==> src/rtl/cluster_bus_pkg.sv <==
// constants, carriers and address decode for the cluster bus arbiter
// assumes a 20-bit cluster address space and 32-bit data words
package cluster_bus_pkg;

	// --------------------------------------------------------------
	// widths and buffer depth
	// --------------------------------------------------------------
	localparam int ADDR_W = 20;
	localparam int DATA_W = 32;
	localparam int BUF_DEPTH = 2;
	localparam int CNT_W = 4;

	// --------------------------------------------------------------
	// wait cycles per target class
	// --------------------------------------------------------------
	localparam logic [CNT_W-1:0] WAIT_N0 = 4'h0;
	localparam logic [CNT_W-1:0] WAIT_N1 = 4'h1;
	localparam logic [CNT_W-1:0] WAIT_MEM = 4'h2;

	// --------------------------------------------------------------
	// address map: region nibble in addr[19:16]
	// --------------------------------------------------------------
	localparam logic [3:0] REG_ADC = 4'hF;
	localparam logic [3:0] REG_FIFO_MEM = 4'hE;
	localparam logic [3:0] REG_SEQ_MEM = 4'hD;
	localparam logic [3:0] REG_PLL_RAM = 4'hC;
	localparam logic [3:0] REG_FIFO_WIN = 4'hB;
	// single-wait control registers in region 0
	localparam logic [ADDR_W-1:0] A_GLOBAL_RESET = 20'h0_0000;
	localparam logic [ADDR_W-1:0] A_CLUSTER_CLOCK_CFG = 20'h0_0004;
	localparam logic [ADDR_W-1:0] A_MODULE_RESET = 20'h0_0008;
	localparam logic [ADDR_W-1:0] A_OUTPUT_GLOBAL_CTRL = 20'h0_0010;
	localparam logic [ADDR_W-1:0] A_ADV_OUTPUT_GLOBAL_CTRL = 20'h0_0014;
	localparam logic [ADDR_W-1:0] A_ANGLE_PLL_CTRL_SECOND = 20'h0_0018;
	// trigger registers, multi-wait
	localparam logic [ADDR_W-1:0] A_TRIGGER_SET = 20'h0_0020;
	localparam logic [ADDR_W-1:0] A_TRIGGER_CLEAR = 20'h0_0024;

	// --------------------------------------------------------------
	// types
	// --------------------------------------------------------------
	typedef enum logic [1:0] {CLS_N0, CLS_N1, CLS_MEM, CLS_ADC} access_class_t;

	typedef struct packed {
		logic [ADDR_W-1:0] addr;
		logic wr;
		logic [DATA_W-1:0] wdata;
	} bus_req_t;

	// --------------------------------------------------------------
	// decode helpers
	// --------------------------------------------------------------
	function automatic access_class_t classify(input logic [ADDR_W-1:0] a);
		access_class_t c;
		c = CLS_N0;
		unique case (a[19:16])
			REG_ADC: c = CLS_ADC;
			REG_FIFO_MEM, REG_SEQ_MEM, REG_PLL_RAM, REG_FIFO_WIN: c = CLS_MEM;
			default: begin
				if (a == A_TRIGGER_SET || a == A_TRIGGER_CLEAR)
					c = CLS_MEM;
				else if (a == A_GLOBAL_RESET || a == A_CLUSTER_CLOCK_CFG ||
				    a == A_MODULE_RESET || a == A_OUTPUT_GLOBAL_CTRL ||
				    a == A_ADV_OUTPUT_GLOBAL_CTRL ||
				    a == A_ANGLE_PLL_CTRL_SECOND)
					c = CLS_N1;
			end
		endcase
		return c;
	endfunction

	function automatic logic [CNT_W-1:0] wait_of(input access_class_t c);
		logic [CNT_W-1:0] w;
		w = WAIT_N0;
		if (c == CLS_N1)
			w = WAIT_N1;
		else if (c == CLS_MEM)
			w = WAIT_MEM;
		return w;
	endfunction

	function automatic logic seq_forbidden(input logic [ADDR_W-1:0] a);
		return (a[19:16] == REG_FIFO_MEM) || (a[19:16] == REG_SEQ_MEM);
	endfunction

endpackage

==> src/rtl/cluster_bus_master_arbiter.sv <==
// cluster bus multiplexer with sequencer bus master front end
// assumes cpu and sequencer logic share mclk; targets sampled on completion
//
// Overview of operation
// - the multiplexer arbitrates the bus between cpu and sequencer, sequencer first.
// - an access takes one bus cycle for zero wait, two for one wait, more beyond.
// - ordinary registers and sequencer converter reads finish with zero wait.
// - reset, clock configuration, output global control and second pll control take one wait.
// - memories, fifo windows and trigger set and clear registers take two waits.
// - fifo memory and sequencer memory are refused to the sequencer master port.
// - the sequencer master buffers requests stalled by cpu or multi-cycle accesses.
// - converter requests arrive on the same port and are routed by address to the converter.
// - converter accesses take zero wait and never pass through the buffers.
// - stream routing traffic is outside this arbiter and never waits on it.
// - once a delaying cpu access completes, the buffered sequencer access runs next.
`timescale 1ns/1ps
`default_nettype none
module cluster_bus_master_arbiter
	import cluster_bus_pkg::*;
(
	input wire logic mclk,
	input wire logic resetn,
	input wire logic sequencer_master_disable,
	input wire logic cpu_req,
	input wire cluster_bus_pkg::bus_req_t cpu_cmd,
	output logic cpu_done,
	output logic [cluster_bus_pkg::DATA_W-1:0] cpu_rdata,
	input wire logic seq_valid,
	input wire cluster_bus_pkg::bus_req_t seq_cmd,
	output logic seq_ready,
	output logic seq_resp_valid,
	output logic seq_resp_err,
	output logic [cluster_bus_pkg::DATA_W-1:0] seq_resp_rdata,
	output logic seq_adc_valid,
	output logic [cluster_bus_pkg::DATA_W-1:0] seq_adc_rdata,
	output logic bus_sel,
	output cluster_bus_pkg::bus_req_t bus_cmd,
	input wire logic [cluster_bus_pkg::DATA_W-1:0] bus_rdata,
	output logic adc_sel,
	output logic [cluster_bus_pkg::ADDR_W-1:0] adc_addr,
	input wire logic [cluster_bus_pkg::DATA_W-1:0] adc_rdata
);
	import cluster_bus_pkg::*;

	typedef enum logic {ST_IDLE, ST_BUSY} arb_state_t;

	arb_state_t state_reg, state_next;
	logic owner_seq_reg, owner_seq_next;
	logic refuse_reg, refuse_next;
	logic [CNT_W-1:0] cnt_reg, cnt_next;
	bus_req_t cmd_reg, cmd_next;
	logic sel_reg, sel_next;
	logic cpu_done_reg, cpu_done_next;
	logic [DATA_W-1:0] cpu_rdata_reg, cpu_rdata_next;
	logic sresp_reg, sresp_next;
	logic serr_reg, serr_next;
	logic [DATA_W-1:0] srdata_reg, srdata_next;
	logic adc_sel_reg, adc_sel_next;
	logic [ADDR_W-1:0] adc_addr_reg, adc_addr_next;
	logic adc_resp_reg, adc_resp_next;
	logic [DATA_W-1:0] adc_rdata_reg, adc_rdata_next;

	logic buf_in_valid, buf_ready, buf_valid, buf_pop;
	bus_req_t buf_head;
	logic seq_is_adc, grant, grant_seq, finish;
	access_class_t grant_cls;

	// ----------------------------------------------------------
	// entry stage: converter requests split off ahead of the buffer
	// ----------------------------------------------------------
	// converter requests are taken on valid with sequencer_master_disable low, without waiting for ready: they never stall
	assign seq_is_adc = (classify(seq_cmd.addr) == CLS_ADC);
	assign buf_in_valid = seq_valid && !seq_is_adc;

	// stalled bus requests wait here; depth two covers one stalled
	// request plus the one behind it, so keep traffic light
	sequencer_master_buffer u_buf (
		.mclk(mclk),
		.resetn(resetn),
		.in_valid(buf_in_valid),
		.in_data(seq_cmd),
		.in_block(sequencer_master_disable),
		.in_ready(buf_ready),
		.out_valid(buf_valid),
		.out_data(buf_head),
		.out_pop(buf_pop)
	);

	// ----------------------------------------------------------
	// converter path, zero wait, registered straight through
	// ----------------------------------------------------------
	always_comb begin
		adc_sel_next = seq_valid && seq_is_adc &&
		    !sequencer_master_disable;
		adc_addr_next = adc_sel_next ? seq_cmd.addr : adc_addr_reg;
		adc_resp_next = adc_sel_reg;
		adc_rdata_next = adc_sel_reg ? adc_rdata : adc_rdata_reg;
	end

	always_ff @(posedge mclk or negedge resetn) begin
		if (!resetn) begin
			adc_sel_reg <= 1'b0;
			adc_addr_reg <= '0;
			adc_resp_reg <= 1'b0;
			adc_rdata_reg <= '0;
		end else begin
			adc_sel_reg <= adc_sel_next;
			adc_addr_reg <= adc_addr_next;
			adc_resp_reg <= adc_resp_next;
			adc_rdata_reg <= adc_rdata_next;
		end
	end

	// ----------------------------------------------------------
	// arbiter: grant, wait count and completion
	// ----------------------------------------------------------
	// stream routing transfers have no path through here at all
	always_comb begin
		// cpu_done_reg guard: the cpu still holds req in its done cycle
		grant_seq = (state_reg == ST_IDLE) && buf_valid;
		grant = grant_seq || ((state_reg == ST_IDLE) && cpu_req &&
		    !cpu_done_reg);
		grant_cls = classify(grant_seq ? buf_head.addr : cpu_cmd.addr);
		finish = (state_reg == ST_BUSY) && (cnt_reg == WAIT_N0);
		buf_pop = grant_seq;
		state_next = state_reg;
		owner_seq_next = owner_seq_reg;
		refuse_next = refuse_reg;
		cnt_next = cnt_reg;
		cmd_next = cmd_reg;
		sel_next = sel_reg;
		cpu_done_next = 1'b0;
		cpu_rdata_next = cpu_rdata_reg;
		sresp_next = 1'b0;
		serr_next = 1'b0;
		srdata_next = srdata_reg;
		unique case (state_reg)
			ST_IDLE: begin
				if (grant) begin
					state_next = ST_BUSY;
					owner_seq_next = grant_seq;
					cmd_next = grant_seq ? buf_head : cpu_cmd;
					refuse_next = grant_seq &&
					    seq_forbidden(buf_head.addr);
					cnt_next = refuse_next ? WAIT_N0 :
					    wait_of(grant_cls);
					sel_next = !refuse_next;
				end
			end
			ST_BUSY: begin
				// no grant while busy: the access runs out first
				if (finish) begin
					state_next = ST_IDLE;
					sel_next = 1'b0;
					if (owner_seq_reg) begin
						sresp_next = 1'b1;
						serr_next = refuse_reg;
						srdata_next = refuse_reg ? '0 : bus_rdata;
					end else begin
						cpu_done_next = 1'b1;
						cpu_rdata_next = bus_rdata;
					end
				end else begin
					cnt_next = cnt_reg - 4'h1;
				end
			end
		endcase
	end

	always_ff @(posedge mclk or negedge resetn) begin
		if (!resetn) begin
			state_reg <= ST_IDLE;
			owner_seq_reg <= 1'b0;
			refuse_reg <= 1'b0;
			cnt_reg <= WAIT_N0;
			cmd_reg <= '0;
			sel_reg <= 1'b0;
			cpu_done_reg <= 1'b0;
			cpu_rdata_reg <= '0;
			sresp_reg <= 1'b0;
			serr_reg <= 1'b0;
			srdata_reg <= '0;
		end else begin
			state_reg <= state_next;
			owner_seq_reg <= owner_seq_next;
			refuse_reg <= refuse_next;
			cnt_reg <= cnt_next;
			cmd_reg <= cmd_next;
			sel_reg <= sel_next;
			cpu_done_reg <= cpu_done_next;
			cpu_rdata_reg <= cpu_rdata_next;
			sresp_reg <= sresp_next;
			serr_reg <= serr_next;
			srdata_reg <= srdata_next;
		end
	end

	// ----------------------------------------------------------
	// outputs
	// ----------------------------------------------------------
	assign seq_ready = buf_ready;
	assign cpu_done = cpu_done_reg;
	assign cpu_rdata = cpu_rdata_reg;
	assign seq_resp_valid = sresp_reg;
	assign seq_resp_err = serr_reg;
	assign seq_resp_rdata = srdata_reg;
	assign seq_adc_valid = adc_resp_reg;
	assign seq_adc_rdata = adc_rdata_reg;
	assign bus_sel = sel_reg;
	assign bus_cmd = cmd_reg;
	assign adc_sel = adc_sel_reg;
	assign adc_addr = adc_addr_reg;

	// ----------------------------------------------------------
	// checks
	// ----------------------------------------------------------
	property p_seq_first;
		@(posedge mclk) disable iff (!resetn)
		(state_reg == ST_IDLE && buf_valid && cpu_req) |=>
		    (state_reg == ST_BUSY && owner_seq_reg);
	endproperty
	a_seq_first: assert property (p_seq_first)
		else $error("cpu granted over pending sequencer request");

	property p_zero_wait;
		@(posedge mclk) disable iff (!resetn)
		(grant && !refuse_next && grant_cls == CLS_N0) |=>
		    bus_sel ##1 (!bus_sel && (cpu_done || seq_resp_valid));
	endproperty
	a_zero_wait: assert property (p_zero_wait)
		else $error("zero-wait access not one bus cycle");

	property p_one_wait;
		@(posedge mclk) disable iff (!resetn)
		(grant && !refuse_next && grant_cls == CLS_N1) |=>
		    bus_sel[*2] ##1 !bus_sel;
	endproperty
	a_one_wait: assert property (p_one_wait)
		else $error("one-wait access not two bus cycles");

	property p_multi_wait;
		@(posedge mclk) disable iff (!resetn)
		(grant && !refuse_next && grant_cls == CLS_MEM) |=>
		    bus_sel[*3] ##1 !bus_sel;
	endproperty
	a_multi_wait: assert property (p_multi_wait)
		else $error("memory access not three bus cycles");

	property p_refuse;
		@(posedge mclk) disable iff (!resetn)
		(grant_seq && seq_forbidden(buf_head.addr)) |=>
		    !bus_sel ##1 (seq_resp_valid && seq_resp_err);
	endproperty
	a_refuse: assert property (p_refuse)
		else $error("sequencer reached a forbidden memory");

	property p_buffered;
		@(posedge mclk) disable iff (!resetn)
		(state_reg == ST_BUSY && buf_in_valid && seq_ready) |=>
		    buf_valid;
	endproperty
	a_buffered: assert property (p_buffered)
		else $error("stalled sequencer request not buffered");

	property p_adc_bypass;
		@(posedge mclk) disable iff (!resetn)
		(seq_valid && seq_is_adc && !sequencer_master_disable) |=>
		    adc_sel && adc_addr == $past(seq_cmd.addr) &&
		    !$rose(buf_valid) ##1 seq_adc_valid; // a pop may land here
	endproperty
	a_adc_bypass: assert property (p_adc_bypass)
		else $error("converter request not forwarded at zero wait");

	property p_seq_after_cpu;
		@(posedge mclk) disable iff (!resetn)
		(finish && !owner_seq_reg && buf_valid) |=>
		    ##1 (state_reg == ST_BUSY && owner_seq_reg);
	endproperty
	a_seq_after_cpu: assert property (p_seq_after_cpu)
		else $error("buffered access not run after cpu access");

	property p_no_preempt;
		@(posedge mclk) disable iff (!resetn)
		(state_reg == ST_BUSY && cnt_reg != WAIT_N0) |=>
		    (state_reg == ST_BUSY && $stable(owner_seq_reg) &&
		    $stable(bus_cmd));
	endproperty
	a_no_preempt: assert property (p_no_preempt)
		else $error("access pre-empted before completion");

endmodule
`default_nettype wire

==> src/rtl/sequencer_master_buffer.sv <==
// request buffer of the sequencer bus master
// assumes the arbiter pops the head only while it reads as valid
`timescale 1ns/1ps
`default_nettype none
module sequencer_master_buffer
	import cluster_bus_pkg::*;
(
	input wire logic mclk,
	input wire logic resetn,
	input wire logic in_valid,
	input wire cluster_bus_pkg::bus_req_t in_data,
	input wire logic in_block,
	output logic in_ready,
	output logic out_valid,
	output cluster_bus_pkg::bus_req_t out_data,
	input wire logic out_pop
);
	import cluster_bus_pkg::*;

	bus_req_t mem_reg [BUF_DEPTH];
	bus_req_t mem_next [BUF_DEPTH];
	logic [1:0] cnt_reg, cnt_next;
	logic ready_reg, ready_next;
	logic push;

	// ----------------------------------------------------------
	// shift-register queue, head at entry 0
	// ----------------------------------------------------------
	always_comb begin
		push = in_valid && ready_reg;
		mem_next = mem_reg;
		cnt_next = cnt_reg;
		if (out_pop) begin
			mem_next[0] = mem_reg[1];
			cnt_next = cnt_next - 2'h1;
		end
		if (push) begin
			mem_next[cnt_next[0]] = in_data;
			cnt_next = cnt_next + 2'h1;
		end
		// ready is registered, so it looks one cycle ahead at the next count
		ready_next = !in_block && (cnt_next < 2'(BUF_DEPTH));
	end

	always_ff @(posedge mclk or negedge resetn) begin
		if (!resetn) begin
			for (int i = 0; i < BUF_DEPTH; i++)
				mem_reg[i] <= '0;
			cnt_reg <= 2'h0;
			ready_reg <= 1'b0;
		end else begin
			mem_reg <= mem_next;
			cnt_reg <= cnt_next;
			ready_reg <= ready_next;
		end
	end

	assign in_ready = ready_reg;
	assign out_valid = (cnt_reg != 2'h0);
	assign out_data = mem_reg[0];

endmodule
`default_nettype wire

==> config.mk <==
export PLATFORM = sky130hd
export DESIGN_NAME = cluster_bus_master_arbiter
export DESIGN_NICKNAME = d
export VERILOG_FILES = /design/src/rtl/cluster_bus_pkg.sv /design/src/rtl/cluster_bus_master_arbiter.sv /design/src/rtl/sequencer_master_buffer.sv
export SDC_FILE = /design/constraint.sdc
export NUM_CORES = 1
export LEC_CHECK = 0
export BUFFER_PORTS_ARGS = -buffer_cell sky130_fd_sc_hd__buf_4
export CAP_MARGIN = 5
export CORE_MARGIN = 2
export CORE_UTILIZATION = 49
export DETAILED_ROUTE_END_ITERATION = 8
export PLACE_DENSITY = 0.74
export SLEW_MARGIN = 5
export SYNTH_ARGS = -nofsm -noshare
export SYNTH_HDL_FRONTEND = slang
export SYNTH_SLANG_ARGS = --single-unit
==> constraint.sdc <==
create_clock -name mclk -period 5.25 [get_ports mclk]
set_clock_uncertainty 0.05 [all_clocks]
set_input_delay 1.05 -clock mclk [delete_from_list [all_inputs] [get_ports mclk]]
set_output_delay 1.05 -clock mclk [all_outputs]
set_load 0.03 [all_outputs]
==> flow_metrics.py <==
metrics = {
    "timing": {
        "rsz0062_at_grt": "no",
        "finalSetupTns_ps": 0,
        "hold_viol_final": 0,
        "report.final.setup_viol": 0,
        "fraction_of_the_cycle_the_final_worst_path_needs_pct": 64.9,
        "max_slew.worst_pin.slew_ps": 1060,
        "slew_violations": 0,
        "maximum_frequency_from_static_timing_analysis_mhz": 293,
        "period_minus_slack_ps": 3410,
        "slew_headroom_pct": 28.8,
        "final.setup.worst_slack_ps": 1840,
    },
    "cells_and_area": {
        "drive_above_1_share_pct": 40.5,
        "multi_input_combinational_cell_area_mm2": 0.00441,
        "num-fill-cells": 1889,
        "area_growth_syn_to_layout_pct": 32.9,
        "layout.cells.non_filler": 1725,
        "final_design_area_no_fill_mm2": 0.0159,
        "final-seq-area_mm2": 0.00728,
        "final_nets": 1555,
    },
    "die": {
        "die_height_um": 160,
        "fp-row-count": 57,
        "coreArea_mm2": 0.0242,
        "die-width_um": 160,
        "initial_core_utilization_pct": 49.5,
        "ioPinCount": 351,
        "design.die.area_mm2": 0.0257,
    },
    "cts": {
        "clkLatencyLatePin_ps": 550,
        "clkTransAtPathRegs_ps": 60,
        "cts_setup_buffers": 0,
        "cts_hold_buf": 0,
        "h-tree-depth": 1,
        "numClockSinks": 291,
        "cts_max_path_buffers": 3,
        "clock_tree_from_tritoncts": "done",
        "clock_tree.root_cell": "clkbuf_16",
        "total_cts_buffers": 30,
        "cts.repair.resized": 0,
    },
    "synthesis": {
        "post-synth-top-count-cell": "dfrtp_1",
        "synth-main-ff-cell": "dfrtp_1",
        "synth_async_sr_flop_share_pct": 100,
        "synth_mux_area_share_pct": 17.1,
        "post-synth-top-area-cell": "dfrtp_1",
        "yosysUniqueCellTypes": 47,
        "synth-edff-count": 0,
        "synth_xor_area_share_pct": 0.293,
        "syn_nets": 1228,
        "ys_warn_count": 0,
        "synthTopCellsByCount": "291 x dfrtp_1, 227 x nand2_1, 134 x mux2_2, 88 x o21ai_0, 64 x nor2_1",
        "synth_top_family_by_area": "multiplexers",
        "synthesis.instances": 1050,
        "yosys-top-cells-area": "dfrtp_1 61%, mux2_2 13%, nand2_1 7.1%",
        "netlist.area_leader.share_pct": 60.8,
        "synth_simple_gate_area_share_pct": 10.8,
        "synth_sequential_area_ratio_pct": 60.8,
        "count_of_state_elements_after_synthesis": 291,
        "synth.cell_area_mm2": 0.0120,
        "synth-adder-area-share_pct": 0.313,
        "syn_avg_cell_area_um2": 11.4,
        "synth-compound-area-share_pct": 7.96,
    },
    "drt": {
        "drt_wl_total_um": 31300,
        "firstDrtPassIters": 5,
        "antenna_violating_nets_post_route": 0,
        "post_drt_wl_per_cell_um": 18.1,
        "avgViaCountPerCell": 5.24,
        "route.vias.total": 9046,
        "dr.first_iter.drc_count": 643,
        "remaining_drc_errors": 0,
    },
    "power_and_ir_drop": {
        "switching_share_pct": 38.8,
        "power.leakage_nw": 7.50,
        "total_power_w": 0.0102,
        "internal_power_w": 0.00623,
        "power_frac_seq_pct": 37.0,
        "power_density_mw_per_mm2": 640,
        "max-vdd-ir-drop_uv": 389,
        "power.clock.fraction_pct": 21.2,
        "total_switching_power_w": 0.00395,
        "share_comb_of_total_power_pct": 41.8,
    },
    "worst_setup_path": {
        "critical_path_arrival_ps": 3850,
        "worstSetupEndpointType": "flip-flop",
        "critPathMaxFanout": 60,
        "setup.worst_path.class": "reg -> reg",
        "critical_path_required_ps": 5690,
        "crit_path_start_kind": "flip-flop",
    },
    "global_route": {
        "number_of_global_route_vias_before_repair": 9054,
        "number_of_antenna_violations_at_the_first_check_in_global_routing": 3,
        "grt_pass1_wl_um": 49000,
        "groute.layer.met1.usage_pct": 31.7,
        "gr-usage-all-layers_pct": 23.9,
        "largest_net_degree_at_the_start_of_global_routing": 126,
        "grt.met3_usage_pct": 6.59,
        "grt_busiest_layer": "met2",
        "met2_track_usage_gr_pct": 39.4,
        "grt_overflow_total": 0,
    },
    "place": {
        "placement.setup.worst_slack_ps": 1760,
        "number_of_buffer_cells_added_on_primary_ports": 350,
        "numPlacedInstances": 1669,
        "dp_hpwl_um": 22000,
        "post_dp_cell_area_mm2": 0.0149,
        "globalplace.congestion": 0.839,
    },
    "run_status": {
        "outcome": "finished, final reports clean",
    },
    "worst_hold_path": {
        "hold_class": "reg -> reg",
    },
    "job": {
        "max_cap_violations": 0,
    },
}
==> final timing paths <==
| kind | from | to | slack [ps] | cells after the start |
|---|---|---|---|---|
| setup / recovery | u_buf.cnt_reg[0] | cnt_reg[0] | 1840 | 9 |
| hold / removal | adc_addr[17] | adc_addr[17] | 420 | 1 |
| setup reg to reg | u_buf.cnt_reg[0] | cnt_reg[0] | 1840 | 9 |
| hold reg to reg | adc_addr[17] | adc_addr[17] | 420 | 1 |
| max in group asynchronous | resetn | asynchronous set/reset pin | 3360 | 2 |
| min in group asynchronous | resetn | cpu_rdata[8] | 530 | 1 |
==> power groups by stage <==
stage               clock network (W)  logic [W]  registers, W
floorplan                           0    0.00180       0.00469
global placement                    0    0.00418       0.00375
detailed placement                  0    0.00429       0.00379
CTS                           0.00220    0.00429       0.00377
global route                  0.00230    0.00459       0.00388
finish                        0.00216    0.00426       0.00376
==> final cells by class <==
class | count | area share [%]
clock buffers | 40 | 5.47
repair buffers | 364 | 17.3
inverters | 11 | 0.260
well taps | 324 | 2.55
clock inverters | 14 | 0.912
multi-input cells | 679 | 27.7
flip-flops and latches | 291 | 45.8
diodes | 2 | 0.0315
==> kinds of logic (layout without fill, tap and decap cells) <==
kind of cell / Yosys count / in the layout
simple gates: 321 / 321
flops: 291 / 291
mux: 188 / 188
compound gates: 163 / 163
buf+inv: 80 / 429
xor+xnor: 4 / 4
fa+ha+maj: 3 / 3
other cells: 0 / 2
==> metal layers <==
metal | wire length (um) | vias to the layer above
met2 | 15000 | 319
met4 | 571 | 0
met3 | 2580 | 38
met1 | 13200 | 4418
li1 | - | 4271
met5 | 0 | -
==> stage by stage <==
stage          util, %  hold slack [ps]
6_report          65.8              421
3_5_place_dp      61.6              411
2_1_floorplan        -              430
5_1_grt           65.8              459
3_3_place_gp      61.6              405
4_1_cts           65.8              425
==> critical path: stages, from the launching register on <==
cell,delay (ps)
dfrtp_1,370
inv_1,70
ha_1,330
nor2_4,160
buf_4,540
buf_4,750
or4b_2,260
a221oi_2,60
a2111oi_0,450
o221a_2,260
==> placed cells by master (no fill, tap or decap), drive strengths merged, types with 2 or more instances in the layout <==
| cell | netlist | layout |
|---|---|---|
| a21oi | 4 | 4 |
| a31oi | 54 | 54 |
| and2 | 2 | 2 |
| buf | 14 | 364 |
| bufinv | 0 | 3 |
| clkbuf | 55 | 40 |
| clkinv | 1 | 12 |
| dfrtp | 291 | 291 |
| diode | 0 | 2 |
| ha | 3 | 3 |
| inv | 10 | 10 |
| mux2 | 134 | 134 |
| mux2i | 54 | 54 |
| nand2 | 227 | 227 |
| nand4 | 3 | 3 |
| nor2 | 64 | 64 |
| nor3 | 3 | 3 |
| nor4 | 9 | 9 |
| o21ai | 88 | 88 |
| o221a | 2 | 2 |
| o22ai | 2 | 2 |
| or2 | 5 | 5 |
| or4b | 2 | 2 |
| xor2 | 3 | 3 |
Note: power is estimated with default switching activity, not from simulation.
